--- src/verilog/sfs_pkg.sv ---
// Shared constants for the self-programming flash sequencer
package sfs_pkg;
    localparam int unsigned CLOCK_KHZ        = 40000;
    localparam int unsigned TICK_NS          = 1000;
    localparam int unsigned CYCLES_PER_TICK  = (CLOCK_KHZ * TICK_NS) / 1000000;
    localparam int unsigned ERASE_TIME_US    = 20000;
    localparam int unsigned WRITE_TIME_US    = 50;
    localparam int unsigned ADDR_WIDTH       = 24;
    localparam int unsigned UPPER_WIDTH      = 8;
    localparam int unsigned LOWER_WIDTH      = 16;
    localparam int unsigned WORD_WIDTH       = 24;
    localparam int unsigned KEY_WIDTH        = 8;
    localparam int unsigned START_BIT_POS    = 15;
    localparam int unsigned OP_SELECT_POS    = 0;
    localparam logic [7:0]  KEY_FIRST        = 8'h55;
    localparam logic [7:0]  KEY_SECOND       = 8'haa;
    localparam logic [1:0]  PAIR_ALIGN_LSBS  = 2'h2;
    localparam logic [23:0] ADDRESS_RESET    = 24'h000000;
    localparam logic [15:0] CONTROL_RESET    = 16'h0000;

    typedef enum logic [2:0] {
        KEY_LOCKED = 3'h1,
        KEY_HALF   = 3'h2,
        KEY_OPEN   = 3'h4
    } sfs_key_type;

    typedef enum logic [2:0] {
        SEQ_IDLE  = 3'h1,
        SEQ_ERASE = 3'h2,
        SEQ_WRITE = 3'h4
    } sfs_state_type;
endpackage : sfs_pkg

--- src/verilog/sfs_timer_if.sv ---
// Carrier between the sequencer and its duration timer
`timescale 1ns/1ps
`default_nettype none
interface sfs_timer_if;
    logic        launch;
    logic [31:0] length;
    logic        done;
    modport seq   (output launch, output length, input done);
    modport timer (input launch, input length, output done);
endinterface : sfs_timer_if
`default_nettype wire
--- src/verilog/sfs_sequencer.sv ---
// Functional notes
// - Two operations: erase one page, or program two instruction words.
// - Processor held stalled until the flash operation has completed.
// - Start bit 15 launches the operation; hardware clears it when done.
// - Program writes an adjacent 24-bit word pair on pair-aligned addresses.
// - Unlock sequence must come immediately before every start.
// - Unlock is 0x55 then 0xAA, consecutive; anything else stays locked.
// - Key register is write-only; no key value is ever returned.
// - Target address is upper 8 bits joined with lower 16 bits.
`timescale 1ns/1ps
`default_nettype none
module sfs_sequencer
    import sfs_pkg::*;
#(
    parameter int unsigned ERASE_US = ERASE_TIME_US,
    parameter int unsigned WRITE_US = WRITE_TIME_US
) (
    input  wire logic                   clk,
    input  wire logic                   rst_n,
    input  wire logic                   key_write,
    input  wire logic [KEY_WIDTH-1:0]   key_value,
    input  wire logic                   upper_address_write,
    input  wire logic [UPPER_WIDTH-1:0] upper_address_value,
    input  wire logic                   lower_address_write,
    input  wire logic [LOWER_WIDTH-1:0] lower_address_value,
    input  wire logic                   control_write,
    input  wire logic [15:0]            control_value,
    input  wire logic [WORD_WIDTH-1:0]  program_word_low,
    input  wire logic [WORD_WIDTH-1:0]  program_word_high,
    output logic [15:0]                 flash_control_register,
    output logic [UPPER_WIDTH-1:0]      upper_target_address,
    output logic [LOWER_WIDTH-1:0]      lower_target_address,
    output logic                        cpu_stall,
    output logic                        flash_erase_strobe,
    output logic                        flash_program_strobe,
    output logic [ADDR_WIDTH-1:0]       flash_address,
    output logic [WORD_WIDTH-1:0]       flash_data_low,
    output logic [WORD_WIDTH-1:0]       flash_data_high,
    output logic                        align_error
);
    sfs_key_type   key_state;
    sfs_key_type   next_key_state;
    sfs_state_type state;
    logic          start_request;
    logic          op_done;
    logic          erase_select;
    logic          accept;
    logic          pair_aligned;
    logic [ADDR_WIDTH-1:0] target;

    sfs_timer_if timer_bus ();

    sfs_timer u_timer (
        .clk   (clk),
        .rst_n (rst_n),
        .bus   (timer_bus.timer)
    );

    // Bit 0 of the control word picks erase; bits 14 to 1 read as zero
    assign start_request = control_write && control_value[START_BIT_POS];
    assign erase_select  = control_value[OP_SELECT_POS];
    // Target address joins upper and lower registers
    assign target        = {upper_target_address, lower_target_address};
    assign pair_aligned  = (target[1:0] == PAIR_ALIGN_LSBS);
    // Timer end only counts while an operation runs
    assign op_done       = (state != SEQ_IDLE) && timer_bus.done;
    // Start honoured only when idle and unlocked
    assign accept        = start_request && (state == SEQ_IDLE) && (key_state == KEY_OPEN)
                           && (erase_select || pair_aligned);

    always_comb begin
        next_key_state = key_state;
        if (key_write) begin
            case (key_state)
                KEY_LOCKED: begin
                    next_key_state = (key_value == KEY_FIRST) ? KEY_HALF : KEY_LOCKED;
                end
                KEY_HALF: begin
                    if (key_value == KEY_SECOND) begin
                        next_key_state = KEY_OPEN;
                    end else if (key_value == KEY_FIRST) begin
                        next_key_state = KEY_HALF;
                    end else begin
                        next_key_state = KEY_LOCKED;
                    end
                end
                default: begin
                    next_key_state = (key_value == KEY_FIRST) ? KEY_HALF : KEY_LOCKED;
                end
            endcase
        end else if (control_write || upper_address_write || lower_address_write) begin
            // Any other write between key and start relocks
            next_key_state = KEY_LOCKED;
        end
    end

    always_ff @(posedge clk) begin
        if (!rst_n) begin
            key_state <= KEY_LOCKED;
        end else begin
            key_state <= next_key_state;
        end
    end

    // address registers
    // Frozen while busy so the latched target holds
    always_ff @(posedge clk) begin
        if (!rst_n) begin
            upper_target_address <= ADDRESS_RESET[ADDR_WIDTH-1:LOWER_WIDTH];
            lower_target_address <= ADDRESS_RESET[LOWER_WIDTH-1:0];
        end else if (state == SEQ_IDLE) begin
            if (upper_address_write) begin
                upper_target_address <= upper_address_value;
            end
            if (lower_address_write) begin
                lower_target_address <= lower_address_value;
            end
        end
    end

    always_ff @(posedge clk) begin
        if (!rst_n) begin
            state <= SEQ_IDLE;
        end else begin
            case (state)
                SEQ_IDLE: begin
                    if (accept) begin
                        state <= erase_select ? SEQ_ERASE : SEQ_WRITE;
                    end
                end
                SEQ_ERASE: begin
                    if (timer_bus.done) begin
                        state <= SEQ_IDLE;
                    end
                end
                SEQ_WRITE: begin
                    if (timer_bus.done) begin
                        state <= SEQ_IDLE;
                    end
                end
                default: state <= SEQ_IDLE;
            endcase
        end
    end

    always_ff @(posedge clk) begin
        if (!rst_n) begin
            timer_bus.launch <= 1'b0;
            timer_bus.length <= 32'h00000000;
        end else begin
            timer_bus.launch <= accept;
            // Length rides with launch on one edge
            if (accept) begin
                timer_bus.length <= erase_select ? ERASE_US : WRITE_US;
            end
        end
    end

    always_ff @(posedge clk) begin
        if (!rst_n) begin
            flash_control_register <= CONTROL_RESET;
        end else if (accept) begin
            flash_control_register <= CONTROL_RESET | (16'h0001 << START_BIT_POS)
                                      | (16'(erase_select) << OP_SELECT_POS);
        end else if (op_done) begin
            flash_control_register[START_BIT_POS] <= 1'b0;
        end else if (control_write && state == SEQ_IDLE) begin
            // Refused start keeps the op select, never bit 15
            flash_control_register <= 16'(control_value[OP_SELECT_POS]) << OP_SELECT_POS;
        end
    end

    // stall released with the start bit
    always_ff @(posedge clk) begin
        if (!rst_n) begin
            cpu_stall <= 1'b0;
        end else if (accept) begin
            cpu_stall <= 1'b1;
        end else if (op_done) begin
            cpu_stall <= 1'b0;
        end
    end

    always_ff @(posedge clk) begin
        if (!rst_n) begin
            flash_erase_strobe   <= 1'b0;
            flash_program_strobe <= 1'b0;
        end else begin
            flash_erase_strobe   <= accept && erase_select;
            flash_program_strobe <= accept && !erase_select;
        end
    end

    // word pair and target latched
    // Only an accepted start touches the flash side
    always_ff @(posedge clk) begin
        if (!rst_n) begin
            flash_address   <= ADDRESS_RESET;
            flash_data_low  <= {WORD_WIDTH{1'b0}};
            flash_data_high <= {WORD_WIDTH{1'b0}};
        end else if (accept) begin
            flash_address   <= target;
            flash_data_low  <= program_word_low;
            flash_data_high <= program_word_high;
        end
    end

    always_ff @(posedge clk) begin
        if (!rst_n) begin
            align_error <= 1'b0;
        end else if (start_request && state == SEQ_IDLE && key_state == KEY_OPEN) begin
            align_error <= !erase_select && !pair_aligned;
        end
    end
endmodule : sfs_sequencer
`default_nettype wire

--- src/verilog/sfs_timer.sv ---
// Flash operation duration timer counting microsecond ticks
`timescale 1ns/1ps
`default_nettype none
module sfs_timer
    import sfs_pkg::*;
#(
    parameter int unsigned TICK_CYCLES = CYCLES_PER_TICK
) (
    input  wire logic  clk,
    input  wire logic  rst_n,
    sfs_timer_if.timer bus
);
    logic [31:0] prescale;
    logic [31:0] remaining;
    logic        running;
    logic        tick;

    // Microsecond enable keeps the long erase count narrow
    always_ff @(posedge clk) begin
        if (!rst_n || bus.launch || !running) begin
            prescale <= 32'h00000000;
            tick     <= 1'b0;
        end else if (prescale == TICK_CYCLES - 1) begin
            prescale <= 32'h00000000;
            tick     <= 1'b1;
        end else begin
            prescale <= prescale + 32'h00000001;
            tick     <= 1'b0;
        end
    end

    always_ff @(posedge clk) begin
        if (!rst_n) begin
            running   <= 1'b0;
            remaining <= 32'h00000000;
            bus.done  <= 1'b0;
        end else if (bus.launch) begin
            running   <= 1'b1;
            remaining <= bus.length;
            bus.done  <= 1'b0;
        end else if (running && tick) begin
            if (remaining <= 32'h00000001) begin
                running  <= 1'b0;
                bus.done <= 1'b1;
            end else begin
                remaining <= remaining - 32'h00000001;
            end
        end else begin
            bus.done <= 1'b0;
        end
    end
endmodule : sfs_timer
`default_nettype wire

--- config.mk ---
export PLATFORM = sky130hd
export DESIGN_NAME = sfs_sequencer
export DESIGN_NICKNAME = d
export VERILOG_FILES = /design/src/verilog/sfs_pkg.sv /design/src/verilog/sfs_timer_if.sv /design/src/verilog/sfs_sequencer.sv /design/src/verilog/sfs_timer.sv
export SDC_FILE = /design/constraint.sdc
export NUM_CORES = 1
export LEC_CHECK = 0
export BUFFER_PORTS_ARGS = -buffer_cell sky130_fd_sc_hd__buf_2
export CAP_MARGIN = 0
export CELL_PAD_IN_SITES_DETAIL_PLACEMENT = 0
export CELL_PAD_IN_SITES_GLOBAL_PLACEMENT = 1
export CORE_ASPECT_RATIO = 0.9
export CORE_UTILIZATION = 35
export DETAILED_ROUTE_END_ITERATION = 7
export PLACE_DENSITY_LB_ADDON = 0.1
export SYNTH_ARGS = -nofsm -noshare
export SYNTH_HDL_FRONTEND = slang
export SYNTH_SLANG_ARGS = --single-unit
--- constraint.sdc ---
create_clock -name clk -period 4.6 [get_ports clk]
set_input_delay 0.92 -clock clk [delete_from_list [all_inputs] [get_ports clk]]
set_output_delay 0.92 -clock clk [all_outputs]
set_load 0.02 [all_outputs]
==> out/results.tsv, run 1 <==
stage	metric	value	unit
run_status	status	finished clean	
synth	dominant cells by area after synthesis	dfxtp_1 (48%), nand2_1 (11%), a21boi_0 (10%)	
synth	Synth Area in Compound Gates	15.46	%
clock_network	Clock Latency Late Sink	0.43	ns
clock_network	post-cts sizing count	0	
power	Power Density	335.7	nW/um2
clock_network	clk root buf	clkbuf_16	
synth	Netlist Area Pre-Place	7470	um2
layout	nets@finish	1145	
sta	f_max	364.5	MHz
clock_network	total CTS buffers	17	
global_route	first-pass GRT wire length	29900	um
floorplan	Core Area	20830	um2
worst_setup_path	Crit Path Category	register to register	
drt	final wirelength	18640	um
sta	Hold Vio Cnt, Final	0	
power	worst vdd ir	0.1920	mV
floorplan	I/O pins	218	
synth	Cells after Synth	868	
clock_network	CTS tree	built	
worst_setup_path	crit end category	register	
worst_setup_path	RR Startpoint	state[2]	
synth	Adder-Cell Fraction of Synth Area	0.5025	%
global_route	largest net degree at the start of global routing	117	
clock_network	clock-pin slew on the worst setup and hold paths	0.07	ns
place	dpl ws	1.548	ns
floorplan	die area	21930	um2
synth	register area share after synthesis	47.97	%
clock_network	Hold Buf Count CTS	0	
hold_path	hold endpoint	u_timer.prescale[0]	
synth	largest family of logic cells by synthesized area	simple AND/OR/NAND/NOR gates	
clock_network	clock buffer depth	2	
synth	Post-synth ARST share	0	%
synth	post-synthesis register bit count	179	
global_route	total global routing overflow	0	
worst_setup_path	CP required	4.95	ns
worst_setup_path	reg-to-reg endpoint	flash_data_low[15]	
synth	Synth cell types	52	
hold_path	Hold Crit Start	u_timer.prescale[0]	
sta	max_slew headroom	31.07	%
sta	Final Cycle Share	59.64	%
drt	initial detailed-routing violation count	237	
layout	n_diodes	0	
power	NetSw	743.7	uW
drt	post-route ant nets	0	
sta	RSZ-0062 raised after global routing	false	
worst_setup_path	Reg2Reg Depth	8	
floorplan	Initial Util	35.86	%
layout	Area Overhead vs Synth	22.91	%
layout	most frequent cells in the layout	nand2_1 (222), buf_2 (188), dfxtp_1 (179), a21boi_0 (101), nor2_1 (60)	
synth	multiplexer share of the synthesized area	0	%
worst_setup_path	worst path arrival time	3.09	ns
sta	Final Max Slew Viols	0	
layout	layout cell share with drive strength beyond 1	23.65	%
synth	Simple-Gate Fraction of Synth Area	26.01	%
hold_path	worst hold path depth	1	
synth	post-synthesis xor/xnor area fraction	5.745	%
sta	total negative setup slack	0	ns
drt	vias	6249	
floorplan	Die Ht	140.6	um
floorplan	std cell rows	50	
drt	drt wl/cell	13.92	um
sta	Final min period	2.744	ns
sta	clk_skew	0.01056	ns
sta	Setup Viol. Count Final	0	
power	Switching Share	24.13	%
power	clock share of power	44.8	%
global_route	vias in the first global route	5825	
synth	average size of a mapped cell	8.606	um2
synth	leading register cell type out of synthesis	dfxtp_1	
power	P_leak	3.605	nW
place	Detail Placement HPWL	12650	um
global_route	initial antenna violation count	0	
clock_network	H-tree level count	4	
synth	top cell type's share of synthesized area	47.97	%
global_route	GR Util All Layers	17.25	%
synth	Ys Warns	0	
power	Internal	2.339	mW
power	Seq pwr share	50.9	%
drt	Avg Vias per Cell	4.667	
layout	most common cell after layout, fill and taps aside	nand2_1	
hold_path	HP Class	register to register	
worst_setup_path	startpoint types	register	
synth	area leader, netlist	dfxtp_1	
sta	Slew @ Worst Pin	1.034	ns
flow_run	MaxCap Viol Count	0	
place	port buffer count	189	
synth	count of flip-flops with a built-in enable after synthesis	0	
clock_network	Clock Sinks	179	
drt	drt drc	0	
clock_network	Post-CTS Setup Inserts	0	
drt	count of TritonRoute iterations in the first routing pass	4	
sta	setup ws final	1.856	ns
worst_setup_path	slack of the worst reg-to-reg path	1.86	ns
floorplan	overall die width	156.0	um
layout	fillers	2166	
place	Placer Congestion	0.7653	
worst_setup_path	crit-path max FO	34	
power	Comb pwr share	4.3	%
[state kept, by name (all words and copies together) (netlist names), 2 cells and up]
register,count
flash_address,24
flash_control_register,2
flash_data_high,24
flash_data_low,24
key_state,3
lower_target_address,16
state,3
timer_bus.length,3
u_timer.prescale,32
u_timer.remaining,32
upper_target_address,8
[routing by layer]
layer / track usage [%] / wire length, um / vias up
met5: 0 / 0 / -
met4: 5.521 / 310 / 0
met3: 5.687 / 1177 / 18
met2: 26.76 / 8310 / 151
met1: 22.53 / 8838 / 2815
li1: - / - / 3265
[per-stage QoR]
step / area [um2] / power (mW) / hold slack [ns] / instances / utilization [%]
2_1_floorplan: 7518 / 1.683 / 0.4175 / 881 / -
3_3_place_gp: 8625 / 1.740 / 0.4318 / 1307 / 41.40
3_5_place_dp: 8625 / 1.740 / 0.4451 / 1307 / 41.40
4_1_cts: 9181 / 3.136 / 0.4572 / 1339 / 44.07
5_1_grt: 9181 / 3.217 / 0.4844 / 1339 / 44.07
6_report: 9181 / 3.082 / 0.4499 / 1339 / 44.07
[area by class of cell]
class                   count  area, um2  share of cell area (%)
clock inverters            14      117.6                   1.281
inverters                   9      33.78                  0.3679
multi-input cells         635       3633                   39.57
clock buffers              18      439.2                   4.783
flip-flops and latches    179       3583                   39.03
repair buffers            198       1016                   11.07
well taps                 286      357.8                   3.898
[worst max path at each step]
stage | slack [ns] | end | depth (start not counted) | from
after floorplan | 2.40 | flash_data_high[10] | 7 | control_write
after global placement | 1.58 | flash_data_low[17] | 8 | control_write
after detailed placement | 1.55 | flash_data_low[15] | 8 | control_write
after CTS | 1.71 | flash_data_low[15] | 8 | state[2]
after global routing | 1.47 | flash_data_low[13] | 8 | state[0]
final | 1.86 | flash_data_low[15] | 8 | state[2]
[worst max-delay path, cell delays in order, from the launching register on]
cell	delay [ns]
dfxtp_1	0.33
nor3b_2	0.41
nand2_1	0.25
nor4_4	0.24
buf_4	0.21
o21a_2	0.63
buf_4	0.35
nand2_1	0.07
a21boi_0	0.15
[synthesized netlist by cell type, types with 8 or more instances]
master	number
buf_2	8
xnor2_1	25
nor2_1	60
or3_1	13
nand4_1	12
dfxtp_1	179
nand3_1	20
inv_1	9
a21oi_1	19
xor2_1	24
nor4_1	20
buf_4	15
clkbuf_1	35
o21ai_0	16
nand2_1	222
a21boi_0	101
nor3_1	11
[logic make-up after synthesis]
kind of cell | count (synthesis)
compound gates | 162
xor+xnor | 49
fa+ha+maj | 3
buf+inv | 67
flops | 179
other cells | 1
simple gates | 407
[power by group through the flow]
stage	Combinational [mW]	Sequential [mW]	Clock [mW]
after floorplan	0.0644	1.62	0
after global placement	0.135	1.60	0
after detailed placement	0.135	1.61	0
after CTS	0.135	1.57	1.43
after global routing	0.147	1.57	1.50
final	0.134	1.57	1.38
(Power assumes the default switching activity.)
==> run 2: changes to the inputs <==
--- a/config.mk
+++ b/config.mk
@@ -10,7 +10,7 @@
 export CELL_PAD_IN_SITES_DETAIL_PLACEMENT = 0
 export CELL_PAD_IN_SITES_GLOBAL_PLACEMENT = 1
 export CORE_ASPECT_RATIO = 0.9
-export CORE_UTILIZATION = 35
+export CORE_UTILIZATION = 34
 export DETAILED_ROUTE_END_ITERATION = 7
 export PLACE_DENSITY_LB_ADDON = 0.1
 export SYNTH_ARGS = -nofsm -noshare
==> constraint.sdc (replaced) <==
create_clock -name clk -period 2.3 [get_ports clk]
set_input_delay 0.46 -clock clk [delete_from_list [all_inputs] [get_ports clk]]
set_output_delay 0.46 -clock clk [all_outputs]
set_load 0.02 [all_outputs]
==> out/results.tsv, run 2 (synthesized netlist as in run 1, its figures left out) <==
stage	metric	value	unit	change
clock_network	CTS tree	built		
layout	area of the multi-input gates	3646	um2	+0.34%
clock_network	Clock Sinks	179		unchanged
clock_network	Clock Latency Late Sink	0.44	ns	about the same
global_route	initial antenna violation count	0		unchanged
power	Power Density	667.0	nW/um2	+99%
worst_setup_path	startpoint types	register		
run_status	status	finished clean		
global_route	GR Util All Layers	16.90	%	-0.35 points
sta	Hold Vio Cnt, Final	0		unchanged
global_route	largest net degree at the start of global routing	117		unchanged
power	Internal	4.807	mW	+110%
layout	fillers	2228		+2.9%
global_route	vias in the first global route	5671		-2.6%
floorplan	Initial Util	34.63	%	-1.2 points
power	Comb pwr share	4.3	%	about the same
power	P_leak	3.740	nW	+3.7%
floorplan	overall die width	158.2	um	+1.4%
floorplan	Core Area	21570	um2	+3.5%
worst_setup_path	crit-path max FO	6		-82%
layout	Top Registers	u_timer.prescale: 32 flops, u_timer.remaining: 32 flops		
power	worst vdd ir	0.3637	mV	+89%
worst_setup_path	CP cell instances	or4_4 > or3_4 > nor2_8 > o211ai_1 > o31a_1 > o21a_1		
clock_network	H-tree level count	4		unchanged
layout	most common cell after layout, fill and taps aside	nand2_1		
drt	count of TritonRoute iterations in the first routing pass	6		+2
worst_setup_path	Critical Path Max Stage Delay	0.53	ns	-0.10 ns
sta	Final Max Slew Viols	0		unchanged
clock_network	clock buffer depth	2		unchanged
worst_setup_path	crit path buf inv count	0		-2
floorplan	Die Ht	142.6	um	+1.4%
clock_network	clk root buf	clkbuf_16		
drt	Avg Vias per Cell	4.616		-1.1%
clock_network	total CTS buffers	17		unchanged
layout	most frequent cells in the layout	nand2_1 (222), buf_2 (188), dfxtp_1 (179), a21boi_0 (101), nor2_1 (60)		
sta	clk_skew	0.01621	ns	+0.005655 ns
hold_path	HP Class	primary input to register		
power	NetSw	1.483	mW	+99%
sta	Setup Viol. Count Final	0		unchanged
place	Placer Congestion	0.7346		-4.0%
power	Seq pwr share	49.9	%	-1.0 points
worst_setup_path	worst path arrival time	2.50	ns	-0.59 ns
power	Switching Share	23.58	%	-0.55 points
worst_setup_path	CP required	2.63	ns	-2.32 ns
drt	post-route ant nets	0		unchanged
clock_network	clock-pin slew on the worst setup and hold paths	0.08	ns	about the same
worst_setup_path	CP delay by family, top	simple AND/OR/NAND/NOR gates		
layout	final core occ	43.73	%	-0.34 points
worst_setup_path	Crit Path Category	register to register		
sta	max_slew headroom	48.01	%	+17 points
sta	Slew @ Worst Pin	0.7769	ns	-0.2570 ns
layout	register area	3583	um2	unchanged
drt	final wirelength	19030	um	+2.1%
floorplan	I/O pins	218		unchanged
place	Detail Placement HPWL	13110	um	+3.6%
worst_setup_path	Worst path slowest cell	or4_4		
drt	vias	6310		+0.98%
sta	total negative setup slack	0	ns	unchanged
floorplan	die area	22570	um2	+2.9%
layout	nets@finish	1168		+2.0%
clock_network	Hold Buf Count CTS	0		unchanged
sta	Final Cycle Share	94.70	%	+35 points
sta	RSZ-0062 raised after global routing	false		
worst_setup_path	crit end category	register		
power	clock share of power	45.8	%	+1.0 points
floorplan	std cell rows	51		+2.0%
layout	layout cell share with drive strength beyond 1	25.37	%	+1.7 points
drt	drt drc	0		unchanged
sta	f_max	459.1	MHz	+26%
layout	Area Overhead vs Synth	26.26	%	
drt	initial detailed-routing violation count	274		+16%
place	port buffer count	189		unchanged
drt	drt wl/cell	13.92	um	about the same
layout	n_diodes	0		unchanged
sta	Final min period	2.178	ns	-0.5655 ns
global_route	first-pass GRT wire length	29880	um	about the same
flow_run	MaxCap Viol Count	0		unchanged
global_route	total global routing overflow	0		unchanged
-- run 2: cell types whose count changed in the layout (fill, tap and decap cells not counted), sizes merged --
| cell | delta |
|---|---|
| inv | -3 |
| clkinvlp | -1 |
| clkbuf | +2 |
| buf | +23 |
| clkinv | +1 |
| bufinv | +1 |
-- run 2: layout make-up --
type                    count  share of cell area [%]
multi-input cells         635                   38.66
flip-flops and latches    179                   37.99
repair buffers            221                   13.00
clock buffers              20                   4.842
well taps                 291                   3.860
clock inverters            12                   1.287
inverters                   9                  0.3582
-- run 2: worst register-to-register path: stages, from the launching register on --
cell and delay, ns:
dfxtp_1 0.34, or4_4 0.53, or3_4 0.43, nor2_8 0.16, o211ai_1 0.18, o31a_1 0.27
o21a_1 0.18
-- run 2: per-layer routing --
layer | share of wire [%] | vias up | track usage, % | wire, um
met5 | 0 | - | 0 | 0
met4 | 1.1 | 0 | 6.073 | 214
met3 | 5.9 | 12 | 4.825 | 1127
met2 | 44 | 148 | 25.44 | 8342
met1 | 49 | 2849 | 22.88 | 9344
li1 | - | 3301 | - | -
-- run 2: power by group through the flow --
stage | Clock [mW] | Combinational (mW) | Sequential [mW]
2_1_floorplan | 0 | 0.129 | 3.24
3_3_place_gp | 0 | 0.273 | 3.21
3_5_place_dp | 0 | 0.272 | 3.21
4_1_cts | 2.98 | 0.273 | 3.14
5_1_grt | 3.11 | 0.297 | 3.14
6_report | 2.88 | 0.269 | 3.14
-- run 2: worst paths after layout --
path	depth (start not counted)	slack, ns	endpoint	from
worst min register to register	1	0.45	u_timer.prescale[0]	u_timer.prescale[0]
worst min-delay path	3	0.26	lower_target_address[14]	lower_address_value[14]
worst max register to register	6	0.12	u_timer.remaining[19]	u_timer.remaining[9]
worst max-delay path	6	0.12	u_timer.remaining[19]	u_timer.remaining[9]
-- run 2: stage by stage --
stage	setup WS [ns]	power, mW	hold WS (ns)	area (um2)	cells
floorplan	0.1604	3.367	0.4175	7518	881
finish	0.1218	6.291	0.2648	9432	1367
global placement	0.1124	3.482	0.4330	8833	1334
detailed placement	0.1147	3.483	0.4438	8833	1334
CTS	0.1012	6.389	0.2462	9412	1366
global route	0.01096	6.549	0.2604	9432	1367
-- run 2: timing repair --
| action | in CTS | in global routing |
|---|---|---|
| setup endpoints to repair | 0 | 2 |
| resized for setup | 0 | 2 |
| hold endpoints to repair | 0 | 0 |
| buffers inserted | 0 | 1 |
